`config.mk`:
```
export PLATFORM = sky130hd
export DESIGN_NAME = loop_lock_and_ref_monitor
export DESIGN_NICKNAME = d
export VERILOG_FILES = /design/src/loop_lock_pkg.sv /design/src/loop_lock_and_ref_monitor.sv
export SDC_FILE = /design/constraint.sdc
export NUM_CORES = 1
export LEC_CHECK = 0
export BUFFER_PORTS_ARGS = -buffer_cell sky130_fd_sc_hd__buf_4
export CORE_UTILIZATION = 45
export CTS_BUF_LIST = sky130_fd_sc_hd__clkbuf_4 sky130_fd_sc_hd__clkbuf_8 sky130_fd_sc_hd__clkbuf_16
export CTS_CLUSTER_DIAMETER = 50
export DETAILED_ROUTE_END_ITERATION = 7
export PLACE_DENSITY_LB_ADDON = 0.1
export SLEW_MARGIN = 20
export SYNTH_ARGS = -nofsm -noshare
export SYNTH_HDL_FRONTEND = slang
export SYNTH_SLANG_ARGS = --single-unit
```
`constraint.sdc`:
```
create_clock -name core_clk_in -period 6.3 [get_ports core_clk_in]
set_clock_uncertainty 0.05 [all_clocks]
set_input_delay 1.26 -clock core_clk_in [delete_from_list [all_inputs] [get_ports core_clk_in]]
set_output_delay 1.26 -clock core_clk_in [all_outputs]
set_load 0.01 [all_outputs]
```
`src/loop_lock_pkg.sv`:
```
package loop_lock_pkg;

  // ==========================================================
  // Register offsets (byte addresses)
  localparam logic [7:0] OFS_PHASE_OFFSET = 8'h00;
  localparam logic [7:0] OFS_PHASE_THR    = 8'h04;
  localparam logic [7:0] OFS_FREQ_THR     = 8'h08;
  localparam logic [7:0] OFS_PHASE_WDOG   = 8'h0c;
  localparam logic [7:0] OFS_FREQ_WDOG    = 8'h10;
  localparam logic [7:0] OFS_REF_CTRL     = 8'h14;
  localparam logic [7:0] OFS_WDOG_PER_A   = 8'h18;
  localparam logic [7:0] OFS_WDOG_PER_B   = 8'h1c;
  localparam logic [7:0] OFS_STATUS       = 8'h20;
  localparam logic [7:0] OFS_IRQ_REQ      = 8'h24;

  // ==========================================================
  // Field positions
  localparam int LOCK_EXP_LSB   = 0;
  localparam int UNLOCK_EXP_LSB = 8;
  localparam int CTL_EN_A       = 0;
  localparam int CTL_EN_B       = 1;
  localparam int CTL_ROUTE_A    = 2;
  localparam int CTL_ROUTE_B    = 3;
  localparam int CTL_PIN_A_LSB  = 4;
  localparam int CTL_PIN_B_LSB  = 6;
  localparam int ST_PHASE_LOCK  = 0;
  localparam int ST_FREQ_LOCK   = 1;
  localparam int ST_LOSS_A      = 2;
  localparam int ST_LOSS_B      = 3;
  localparam logic [4:0] LOCK_EXP_MAX = 5'd20;

  // ==========================================================
  // Values after reset
  localparam logic [13:0] RST_OFFSET   = 14'h0000;
  localparam logic [31:0] RST_THR      = 32'h0000_0000;
  localparam logic [7:0]  RST_CTRL     = 8'h00;
  localparam logic [15:0] RST_WDOG_PER = 16'hffff;

  typedef struct packed {
    logic [2:0] unlock_exp;
    logic [4:0] lock_exp;
  } lock_cfg_s;

  localparam lock_cfg_s RST_LOCK_CFG = '{unlock_exp: 3'h0, lock_exp: 5'h00};

endpackage : loop_lock_pkg

```
`src/loop_lock_and_ref_monitor.sv`:
```
// The implementer's own choices: the register addresses and register access over Avalon-MM.
`timescale 1ns/1ps

// ============================================================
// Lock qualifier with hysteresis
module lock_qualifier (
  input  wire logic                   core_clk_in,  // System clock
  input  wire logic                   resetn_in,    // Async reset, low
  input  wire logic                   ce_in,        // Clock enable
  input  wire logic                   strobe_in,    // Divider strobe
  input  wire logic                   match_in,     // Comparator result
  input  wire loop_lock_pkg::lock_cfg_s cfg_in,     // Exponents
  output logic                        lock_out      // Lock indication
);
  import loop_lock_pkg::*;

  typedef enum logic [1:0] {SEEK = 2'b01, LOCKED = 2'b10} lock_state_e;

  lock_state_e state, next_state;
  logic [20:0] cnt, next_cnt;
  logic [20:0] lock_goal;
  logic [20:0] unlock_goal;
  logic [4:0]  lock_exp;

  // Out-of-range exponents are clamped rather than left to wrap
  assign lock_exp    = (cfg_in.lock_exp > LOCK_EXP_MAX) ? LOCK_EXP_MAX : cfg_in.lock_exp;
  assign lock_goal   = 21'h000001 << lock_exp;
  assign unlock_goal = 21'h000002 << cfg_in.unlock_exp;

  always_comb begin
    next_state = state;
    next_cnt   = cnt;
    if (strobe_in) begin
      unique case (state)
        SEEK: begin
          if (!match_in) begin
            next_cnt = '0;
          end else if (cnt + 21'h1 >= lock_goal) begin
            next_state = LOCKED;
            next_cnt   = '0;
          end else begin
            next_cnt = cnt + 21'h1;
          end
        end
        LOCKED: begin
          if (match_in) begin
            next_cnt = '0;
          end else if (cnt + 21'h1 >= unlock_goal) begin
            next_state = SEEK;
            next_cnt   = '0;
          end else begin
            next_cnt = cnt + 21'h1;
          end
        end
        default: begin
          next_state = SEEK;
          next_cnt   = '0;
        end
      endcase
    end
  end

  always_ff @(posedge core_clk_in or negedge resetn_in) begin
    if (!resetn_in) begin
      state <= SEEK;
      cnt   <= '0;
    end else if (ce_in) begin
      state <= next_state;
      cnt   <= next_cnt;
    end
  end

  assign lock_out = (state == LOCKED);

endmodule : lock_qualifier

// ============================================================
// Reference loss watchdog
module ref_watchdog #(
  parameter int PERIOD_W = 16
) (
  input  wire logic                core_clk_in,  // System clock
  input  wire logic                resetn_in,    // Async reset, low
  input  wire logic                ce_in,        // Clock enable
  input  wire logic                ref_in,       // Raw reference pin
  input  wire logic                enable_in,    // Detector enable
  input  wire logic [PERIOD_W-1:0] period_in,    // Watchdog count
  output logic                     loss_out      // Loss of reference
);
  logic                sync1, sync2, sync3;
  logic                half, next_half;
  logic [PERIOD_W-1:0] cnt, next_cnt;
  logic                loss, next_loss;
  logic                ref_rise;

  // Pin crosses into the clock domain; sync3 only feeds the edge detect
  always_ff @(posedge core_clk_in or negedge resetn_in) begin
    if (!resetn_in) begin
      sync1 <= 1'b0;
      sync2 <= 1'b0;
      sync3 <= 1'b0;
    end else if (ce_in) begin
      sync1 <= ref_in;
      sync2 <= sync1;
      sync3 <= sync2;
    end
  end

  assign ref_rise = sync2 & ~sync3;

  always_comb begin
    next_half = ~half;
    next_cnt  = cnt;
    next_loss = loss;
    if (!enable_in) begin
      next_cnt  = '0;
      next_loss = 1'b0;
    end else if (ref_rise) begin
      next_cnt  = '0;
      next_loss = 1'b0;
    end else if (cnt >= period_in) begin
      next_loss = 1'b1;
    end else if (half) begin
      next_cnt = cnt + 1'b1;
    end
  end

  always_ff @(posedge core_clk_in or negedge resetn_in) begin
    if (!resetn_in) begin
      half <= 1'b0;
      cnt  <= '0;
      loss <= 1'b0;
    end else if (ce_in) begin
      half <= next_half;
      cnt  <= next_cnt;
      loss <= next_loss;
    end
  end

  assign loss_out = loss;

endmodule : ref_watchdog

// ============================================================
// Top: offset adder, lock detectors, loss monitors, registers
module loop_lock_and_ref_monitor #(
  parameter int SAMPLE_W = 32,
  parameter int OFFSET_W = 14,
  parameter int PERIOD_W = 16,
  parameter int PINS     = 4
) (
  input  wire logic                core_clk_in,         // 125 MHz clock
  input  wire logic                resetn_in,           // Async reset, low
  input  wire logic                ce_in,               // Clock enable
  input  wire logic [7:0]          avs_address_in,      // Byte address
  input  wire logic                avs_read_in,         // Read request
  input  wire logic                avs_write_in,        // Write request
  input  wire logic [31:0]         avs_writedata_in,    // Write data
  input  wire logic [3:0]          avs_byteenable_in,   // Byte lanes
  output logic [31:0]              avs_readdata_out,    // Read data
  output logic                     avs_waitrequest_out, // Stall
  input  wire logic [SAMPLE_W-1:0] sample_in,           // Detector sample
  input  wire logic                sample_valid_in,     // Divider strobe
  output logic [SAMPLE_W-1:0]      loop_sample_out,     // Offset sample
  output logic                     loop_valid_out,      // Sample strobe
  input  wire logic                reference_input_a,   // Reference A pin
  input  wire logic                reference_input_b,   // Reference B pin
  output logic                     phase_lock_out,      // Phase locked
  output logic                     freq_lock_out,       // Frequency locked
  output logic [PINS-1:0]          multi_purpose_status_pins_out // Status pins
);
  import loop_lock_pkg::*;

  // ==========================================================
  // Register file
  logic [OFFSET_W-1:0] phase_offset_constant, next_phase_offset_constant;
  logic [31:0]         phase_lock_threshold, next_phase_lock_threshold;
  logic [31:0]         freq_lock_threshold, next_freq_lock_threshold;
  lock_cfg_s           phase_cfg, next_phase_cfg;
  lock_cfg_s           freq_cfg, next_freq_cfg;
  logic [7:0]          ref_ctrl, next_ref_ctrl;
  logic [PERIOD_W-1:0] period_a, next_period_a;
  logic [PERIOD_W-1:0] period_b, next_period_b;
  logic [1:0]          irq_req, next_irq_req;
  logic [1:0]          loss_q, next_loss_q;
  logic [PINS-1:0]     pins, next_pins;
  logic                ack, next_ack;
  logic [31:0]         rdata, next_rdata;
  logic [1:0]          reference_loss_flag;
  logic [1:0]          loss_rise;
  logic [31:0]         wmask;
  logic [31:0]         rd_mux;
  logic                wr_go;

  assign wmask = {{8{avs_byteenable_in[3]}}, {8{avs_byteenable_in[2]}},
                  {8{avs_byteenable_in[1]}}, {8{avs_byteenable_in[0]}}};

  function automatic logic [31:0] merge(input logic [31:0] old, input logic [31:0] nw,
                                        input logic [31:0] m);
    merge = (old & ~m) | (nw & m);
  endfunction : merge

  // One wait state per access keeps the read mux off the bus timing path
  assign avs_waitrequest_out = (avs_read_in | avs_write_in) & ~ack;
  assign wr_go               = avs_write_in & ack;
  assign loss_rise           = reference_loss_flag & ~loss_q;

  always_comb begin
    rd_mux = 32'h0000_0000;
    unique case (avs_address_in & 8'hfc)
      OFS_PHASE_OFFSET: rd_mux = 32'(phase_offset_constant);
      OFS_PHASE_THR:    rd_mux = phase_lock_threshold;
      OFS_FREQ_THR:     rd_mux = freq_lock_threshold;
      OFS_PHASE_WDOG:   rd_mux = {21'h0, phase_cfg.unlock_exp, 3'h0, phase_cfg.lock_exp};
      OFS_FREQ_WDOG:    rd_mux = {21'h0, freq_cfg.unlock_exp, 3'h0, freq_cfg.lock_exp};
      OFS_REF_CTRL:     rd_mux = 32'(ref_ctrl);
      OFS_WDOG_PER_A:   rd_mux = 32'(period_a);
      OFS_WDOG_PER_B:   rd_mux = 32'(period_b);
      OFS_STATUS:       rd_mux = {28'h0, reference_loss_flag, freq_lock_out, phase_lock_out};
      OFS_IRQ_REQ:      rd_mux = 32'(irq_req);
      default:          rd_mux = 32'h0000_0000;
    endcase
  end

  always_comb begin
    logic [31:0] w;
    w = 32'h0000_0000;
    next_ack                   = (avs_read_in | avs_write_in) & ~ack;
    next_rdata                 = (avs_read_in & ~ack) ? rd_mux : rdata;
    next_phase_offset_constant = phase_offset_constant;
    next_phase_lock_threshold  = phase_lock_threshold;
    next_freq_lock_threshold   = freq_lock_threshold;
    next_phase_cfg             = phase_cfg;
    next_freq_cfg              = freq_cfg;
    next_ref_ctrl              = ref_ctrl;
    next_period_a              = period_a;
    next_period_b              = period_b;
    next_irq_req               = irq_req;
    next_loss_q                = reference_loss_flag;
    if (wr_go) begin
      unique case (avs_address_in & 8'hfc)
        OFS_PHASE_OFFSET: begin
          w = merge(32'(phase_offset_constant), avs_writedata_in, wmask);
          next_phase_offset_constant = w[OFFSET_W-1:0];
        end
        OFS_PHASE_THR: next_phase_lock_threshold =
          merge(phase_lock_threshold, avs_writedata_in, wmask);
        OFS_FREQ_THR: next_freq_lock_threshold =
          merge(freq_lock_threshold, avs_writedata_in, wmask);
        OFS_PHASE_WDOG: begin
          w = merge({21'h0, phase_cfg.unlock_exp, 3'h0, phase_cfg.lock_exp},
                    avs_writedata_in, wmask);
          next_phase_cfg.lock_exp   = w[LOCK_EXP_LSB+:5];
          next_phase_cfg.unlock_exp = w[UNLOCK_EXP_LSB+:3];
        end
        OFS_FREQ_WDOG: begin
          w = merge({21'h0, freq_cfg.unlock_exp, 3'h0, freq_cfg.lock_exp},
                    avs_writedata_in, wmask);
          next_freq_cfg.lock_exp   = w[LOCK_EXP_LSB+:5];
          next_freq_cfg.unlock_exp = w[UNLOCK_EXP_LSB+:3];
        end
        OFS_REF_CTRL: if (avs_byteenable_in[0]) next_ref_ctrl = avs_writedata_in[7:0];
        OFS_WDOG_PER_A: begin
          w = merge(32'(period_a), avs_writedata_in, wmask);
          next_period_a = w[PERIOD_W-1:0];
        end
        OFS_WDOG_PER_B: begin
          w = merge(32'(period_b), avs_writedata_in, wmask);
          next_period_b = w[PERIOD_W-1:0];
        end
        OFS_IRQ_REQ: if (avs_byteenable_in[0]) next_irq_req = irq_req & ~avs_writedata_in[1:0];
        default: ;
      endcase
    end
    // A new loss beats a clear landing in the same cycle
    next_irq_req = next_irq_req | loss_rise;
  end

  always_comb begin
    next_pins = '0;
    for (int k = 0; k < PINS; k++) begin
      if (ref_ctrl[CTL_ROUTE_A] && 32'(ref_ctrl[CTL_PIN_A_LSB+:2]) == k)
        next_pins[k] = next_pins[k] | reference_loss_flag[0];
      if (ref_ctrl[CTL_ROUTE_B] && 32'(ref_ctrl[CTL_PIN_B_LSB+:2]) == k)
        next_pins[k] = next_pins[k] | reference_loss_flag[1];
    end
  end

  always_ff @(posedge core_clk_in or negedge resetn_in) begin
    if (!resetn_in) begin
      phase_offset_constant <= RST_OFFSET;
      phase_lock_threshold  <= RST_THR;
      freq_lock_threshold   <= RST_THR;
      phase_cfg             <= RST_LOCK_CFG;
      freq_cfg              <= RST_LOCK_CFG;
      ref_ctrl              <= RST_CTRL;
      period_a              <= RST_WDOG_PER;
      period_b              <= RST_WDOG_PER;
      irq_req               <= 2'b00;
      loss_q                <= 2'b00;
      pins                  <= '0;
      ack                   <= 1'b0;
      rdata                 <= 32'h0000_0000;
    end else if (ce_in) begin
      phase_offset_constant <= next_phase_offset_constant;
      phase_lock_threshold  <= next_phase_lock_threshold;
      freq_lock_threshold   <= next_freq_lock_threshold;
      phase_cfg             <= next_phase_cfg;
      freq_cfg              <= next_freq_cfg;
      ref_ctrl              <= next_ref_ctrl;
      period_a              <= next_period_a;
      period_b              <= next_period_b;
      irq_req               <= next_irq_req;
      loss_q                <= next_loss_q;
      pins                  <= next_pins;
      ack                   <= next_ack;
      rdata                 <= next_rdata;
    end
  end

  assign avs_readdata_out              = rdata;
  assign multi_purpose_status_pins_out = pins;

  // ==========================================================
  // Offset adder and comparators
  logic [SAMPLE_W-1:0] adj, next_adj;
  logic [SAMPLE_W-1:0] prev, next_prev;
  logic                adj_valid, next_adj_valid;
  logic                have_prev, next_have_prev;
  logic                diff_ok, next_diff_ok;
  logic [SAMPLE_W:0]   diff;
  logic [SAMPLE_W:0]   phase_mag;
  logic [SAMPLE_W:0]   freq_mag;
  logic                phase_match;
  logic                freq_match;

  always_comb begin
    next_adj       = adj;
    next_prev      = prev;
    next_have_prev = have_prev;
    next_diff_ok   = diff_ok;
    next_adj_valid = sample_valid_in;
    if (sample_valid_in) begin
      next_adj = sample_in + {{(SAMPLE_W-OFFSET_W){phase_offset_constant[OFFSET_W-1]}},
                              phase_offset_constant};
      next_prev      = adj;
      next_diff_ok   = have_prev;
      next_have_prev = 1'b1;
    end
  end

  always_ff @(posedge core_clk_in or negedge resetn_in) begin
    if (!resetn_in) begin
      adj       <= '0;
      prev      <= '0;
      adj_valid <= 1'b0;
      have_prev <= 1'b0;
      diff_ok   <= 1'b0;
    end else if (ce_in) begin
      adj       <= next_adj;
      prev      <= next_prev;
      adj_valid <= next_adj_valid;
      have_prev <= next_have_prev;
      diff_ok   <= next_diff_ok;
    end
  end

  assign loop_sample_out = adj;
  assign loop_valid_out  = adj_valid;

  // Difference is one bit wider so a full-scale swing cannot wrap
  assign diff      = {adj[SAMPLE_W-1], adj} - {prev[SAMPLE_W-1], prev};
  // Negating the sign-extended word keeps the most negative sample's magnitude positive
  assign phase_mag = adj[SAMPLE_W-1] ? -{1'b1, adj}
                                     : (SAMPLE_W+1)'(adj);
  assign freq_mag  = diff[SAMPLE_W] ? -diff : diff;
  assign phase_match = phase_mag <= (SAMPLE_W+1)'(phase_lock_threshold);
  // The first sample after reset has no predecessor and never matches
  assign freq_match  = diff_ok && (freq_mag <= (SAMPLE_W+1)'(freq_lock_threshold));

  // ==========================================================
  // Lock qualifiers and reference watchdogs
  lock_qualifier u_phase_lock (
    .core_clk_in (core_clk_in),
    .resetn_in   (resetn_in),
    .ce_in       (ce_in),
    .strobe_in   (adj_valid),
    .match_in    (phase_match),
    .cfg_in      (phase_cfg),
    .lock_out    (phase_lock_out)
  );

  lock_qualifier u_freq_lock (
    .core_clk_in (core_clk_in),
    .resetn_in   (resetn_in),
    .ce_in       (ce_in),
    .strobe_in   (adj_valid),
    .match_in    (freq_match),
    .cfg_in      (freq_cfg),
    .lock_out    (freq_lock_out)
  );

  ref_watchdog #(.PERIOD_W(PERIOD_W)) u_wdog_a (
    .core_clk_in (core_clk_in),
    .resetn_in   (resetn_in),
    .ce_in       (ce_in),
    .ref_in      (reference_input_a),
    .enable_in   (ref_ctrl[CTL_EN_A]),
    .period_in   (period_a),
    .loss_out    (reference_loss_flag[0])
  );

  ref_watchdog #(.PERIOD_W(PERIOD_W)) u_wdog_b (
    .core_clk_in (core_clk_in),
    .resetn_in   (resetn_in),
    .ce_in       (ce_in),
    .ref_in      (reference_input_b),
    .enable_in   (ref_ctrl[CTL_EN_B]),
    .period_in   (period_b),
    .loss_out    (reference_loss_flag[1])
  );

endmodule : loop_lock_and_ref_monitor

```
==> out/qor_table.md <==
| Parameter | Value |
|:---|:---|
| Number of endpoints with negative hold slack in the final report | 0 |
| Synthesis-stage register bit count | 330 |
| Wire per inst | 19.7 um |
| Worst Path Required | 6.72 ns |
| Critical path arrival | 6.49 ns |
| Layout cells sized above 1 | 0.190 |
| Slew at the pin with the worst max-slew slack | 1.12 ns |
| Routing usage on met2 | 0.385 |
| Worst-path cell with the longest stage delay | sky130_fd_sc_hd__dfrtp_1 |
| Starting utilization of the core area | 0.456 |
| Result of the run | complete, no violations |
| Maximum number of buffers from clock root to sink | 3 |
| Avg Cell Area, Syn | 9.15 sq um |
| Number of cells after detailed placement | 3343 |
| Peak supply drop | 0.000204 V |
| Worst Hold Class | reg2reg |
| Min Clock Period, post-route | 6.07 ns |
| Wire length of the first global-routing pass | 107000 um |
| Switching part of the total power | 0.369 |
| End point of the most critical hold path | have_prev |
| Final cycle utilization of the critical path | 0.964 |
| Most frequent cells in the layout | sky130_fd_sc_hd__dfrtp_1 (295), sky130_fd_sc_hd__nand2_1 (257), sky130_fd_sc_hd__ha_1 (227) |
| Share of the synthesized area in the top cell type | 0.316 |
| Number of sinks handled by clock tree synthesis | 330 |
| Category of the worst setup path capture point | register |
| Count of pins over their slew limit | 0 |
| Highest achievable clock rate | 0.165 GHz |
| DIE AREA | 53000 sq um |
| Leakage power | 13.1 nW |
| Worst setup path category | reg2reg |
| Worst Reg-to-Reg Cells | 26 |
| MaxCap Viol Count | 0 |
| Proportion of synthesized flip-flops having asynchronous set or reset | 1.00 |
| Maximum net fanout on the critical path | 20 |
| Count of input and output buffers | 153 |
| DR iter-0 viols | 1437 |
| EDFF count, synth | 0 |
| Number of buffers created by CTS | 45 |
| Latest clock arrival within the worst-skew pair | 0.59 ns |
| Worst setup SP type | register |
| Count of unresolved DRC violations after routing | 0 |
| Total overflow reported by the global router | 0 |
| Half-perimeter wire length after detailed placement | 52200 um |
| Depth of the CTS H-tree | 2 |
| Kind of cell adding the most delay to the critical path | compound AO/OA/AOI/OAI gates |
| Area of the placeable core | 51400 sq um |
| Final layout net count | 3033 |
| Number of rows in the core area | 83 |
| Largest cells by area after synthesis | sky130_fd_sc_hd__dfrtp_1 (32%), sky130_fd_sc_hd__ha_1 (12%), sky130_fd_sc_hd__mux2_2 (6.3%), sky130_fd_sc_hd__nand2_1 (4.2%), sky130_fd_sc_hd__xnor2_1 (4.1%) |
| Count of TritonRoute iterations in the first routing pass | 5 |
| Total number of vias | 19700 |
| Reg clk slew, reported paths | 0.06 ns |
| Routability-driven placement congestion ratio | 0.923 |
| Relative area change from synthesis to final layout | 16.2% |
| Post-Syn Area | 23400 sq um |
| Vias per Instance | 5.72 |
| Power density cells | 301 nW/um^2 |
| Nets in the synthesized netlist | 2872 |
| Share of power burned in combinational logic | 0.398 |
| RR Startpoint | loop_sample_out[7] |
| Worst hold stages | 1 |
| P_int | 5.17 mW |
| Chip Width | 230 um |
| Sequential power share | 0.295 |
| Startpoint of the lowest-slack hold path | have_prev |
| Number of failing setup endpoints in the final timing report | 0 |
| Reg-to-reg critical path endpoint | u_freq_lock.cnt[15] |
| I/O pin count | 156 |
| Reported net switching power | 3.02 mW |
| Met3 usage in global routing | 0.0378 |
| Count of different cell masters after synthesis | 81 |
| Buffering stage count on the worst path with inverters included | 2 |
| Gr busiest metal | met2 |
| Die height | 230 um |
| Hold-fix buffers, CTS | 0 |
| Wirelength, routed | 67900 um |
| Setup TNS | 0 ns |
| Vias in the first global route | 19000 |
| Tightest slew margin relative to the limit | 0.248 |
| Initial antenna violation count | 0 |
| Gate Count Post-Synth | 2559 |
| Leading cell type in the layout, fill and taps excluded | sky130_fd_sc_hd__dfrtp_1 |
| Detail Route Antenna Nets | 0 |
| Overall global routing resource usage | 0.257 |
| ANT cells | 0 |
| Global routing met1 resource utilization | 0.378 |
| Share of power burned in the clock network | 0.307 |
| Non-filler instance count after layout | 3437 |
| Delay of the slowest cell on the worst path | 0.40 ns |
| Pin count of the biggest net entering global routing | 124 |
| Proportion of synthesized chip area in sequential cells | 0.354 |
| Origin of the worst setup path | loop_sample_out[7] |
| TritonCTS clock tree | yes |
| YS warnings | 0 |
| R2R setup slack | 0.23 ns |
| Master cell of the clock root buffer | sky130_fd_sc_hd__clkbuf_16 |
| Cell type with the highest aggregate area in the netlist | sky130_fd_sc_hd__dfrtp_1 |
| Prevailing post-synth register cell | sky130_fd_sc_hd__dfrtp_1 |
## worst reg2reg max path: cells and delay by family (launching register included)
kind                       cells  cell delay (ns)
muxes                          1             0.30
and+or+nand+nor                4             0.61
AOI/OAI and AO/OA             16             3.54
buffers and inverters          2             0.30
adders and majority gates      2             0.62
DFF                            1             0.40
xor gates and xnor gates       1             0.14
## cells by family (layout without fill, tap and decap cells)
group                    count (synthesis)  after routing  share of synthesized area
AO/OA/AOI/OAI                          626            626                      0.176
XOR/XNOR                               168            168                     0.0632
adder cells (fa/ha/maj)                229            229                      0.123
buffers and inverters                  275            473                     0.0447
flip-flops                             330            330                      0.354
multiplexers                           154            154                     0.0761
AND/OR/NAND/NOR                        777            777                      0.162
## what timing repair did
action,CTS,global route
pin swaps,2,9
setup endpoints to repair,20,23
buffers inserted,4,6
gates resized for setup,2,33
## power groups by stage
| stage | Sequential (mW) | Clock, mW | Combinational, mW |
|---|---|---|---|
| finish | 2.42 | 2.52 | 3.26 |
| detailed placement | 2.45 | 0 | 3.09 |
| CTS | 2.41 | 2.57 | 3.15 |
| global route | 2.44 | 2.65 | 3.64 |
| global placement | 2.44 | 0 | 3.02 |
| floorplan | 2.42 | 0 | 2.19 |
## layout make-up
type	instances	area, sq um
Multi-Input combinational cell	1954	14300
Sequential cell	330	8300
Tap cell	680	851
Fill cell	4689	24200
Clock buffer	56	1240
Timing Repair Buffer	210	1620
Inverter	179	672
Clock inverter	28	243
## Yosys cell counts (21+ instances only)
| master | n |
|---|---|
| sky130_fd_sc_hd__dfrtp_1 | 296 |
| sky130_fd_sc_hd__nand2_1 | 259 |
| sky130_fd_sc_hd__ha_1 | 227 |
| sky130_fd_sc_hd__o21ai_0 | 182 |
| sky130_fd_sc_hd__inv_1 | 179 |
| sky130_fd_sc_hd__nor2_1 | 147 |
| sky130_fd_sc_hd__mux2_2 | 132 |
| sky130_fd_sc_hd__a21oi_1 | 113 |
| sky130_fd_sc_hd__xnor2_1 | 109 |
| sky130_fd_sc_hd__a21o_1 | 87 |
| sky130_fd_sc_hd__clkbuf_1 | 87 |
| sky130_fd_sc_hd__nand3_1 | 73 |
| sky130_fd_sc_hd__xor2_1 | 58 |
| sky130_fd_sc_hd__nor3_1 | 44 |
| sky130_fd_sc_hd__nand4_1 | 40 |
| sky130_fd_sc_hd__and3_1 | 37 |
| sky130_fd_sc_hd__a22o_1 | 34 |
| sky130_fd_sc_hd__dfstp_2 | 34 |
| sky130_fd_sc_hd__nand2b_1 | 33 |
| sky130_fd_sc_hd__nor2b_1 | 33 |
| sky130_fd_sc_hd__o22ai_1 | 23 |
| sky130_fd_sc_hd__a31oi_1 | 21 |
## worst max path at each step
stage | to | slack, ns | depth (start not counted)
after detailed placement | u_freq_lock.cnt[13] | -0.12 | 27
after global routing | u_freq_lock.cnt[15] | -0.04 | 27
after global placement | u_freq_lock.cnt[13] | -0.009 | 27
final | u_freq_lock.cnt[15] | 0.23 | 26
after floorplan | u_freq_lock.cnt[11] | 0.02 | 29
after CTS | u_freq_lock.cnt[15] | 0.005 | 27
## per-stage QoR
step	util	instance area, sq um	hold slack [ns]	total power [mW]	worst slack [ns]
2_1_floorplan	-	23400	0.380	4.61	0.0174
3_3_place_gp	0.495	25500	0.395	5.46	-0.00900
3_5_place_dp	0.495	25500	0.409	5.54	-0.125
4_1_cts	0.525	27000	0.424	8.13	0.00526
5_1_grt	0.529	27200	0.443	8.72	-0.0430
6_report	0.529	27200	0.422	8.19	0.229
## metal layers
metal	share of wire	routed length (um)	vias to the layer above
met5	0	0	-
met4	0.027	1860	0
met3	0.055	3760	106
met2	0.43	29400	471
met1	0.48	32900	9541
li1	-	-	9546
Note: power is estimated with default switching activity, not from simulation.
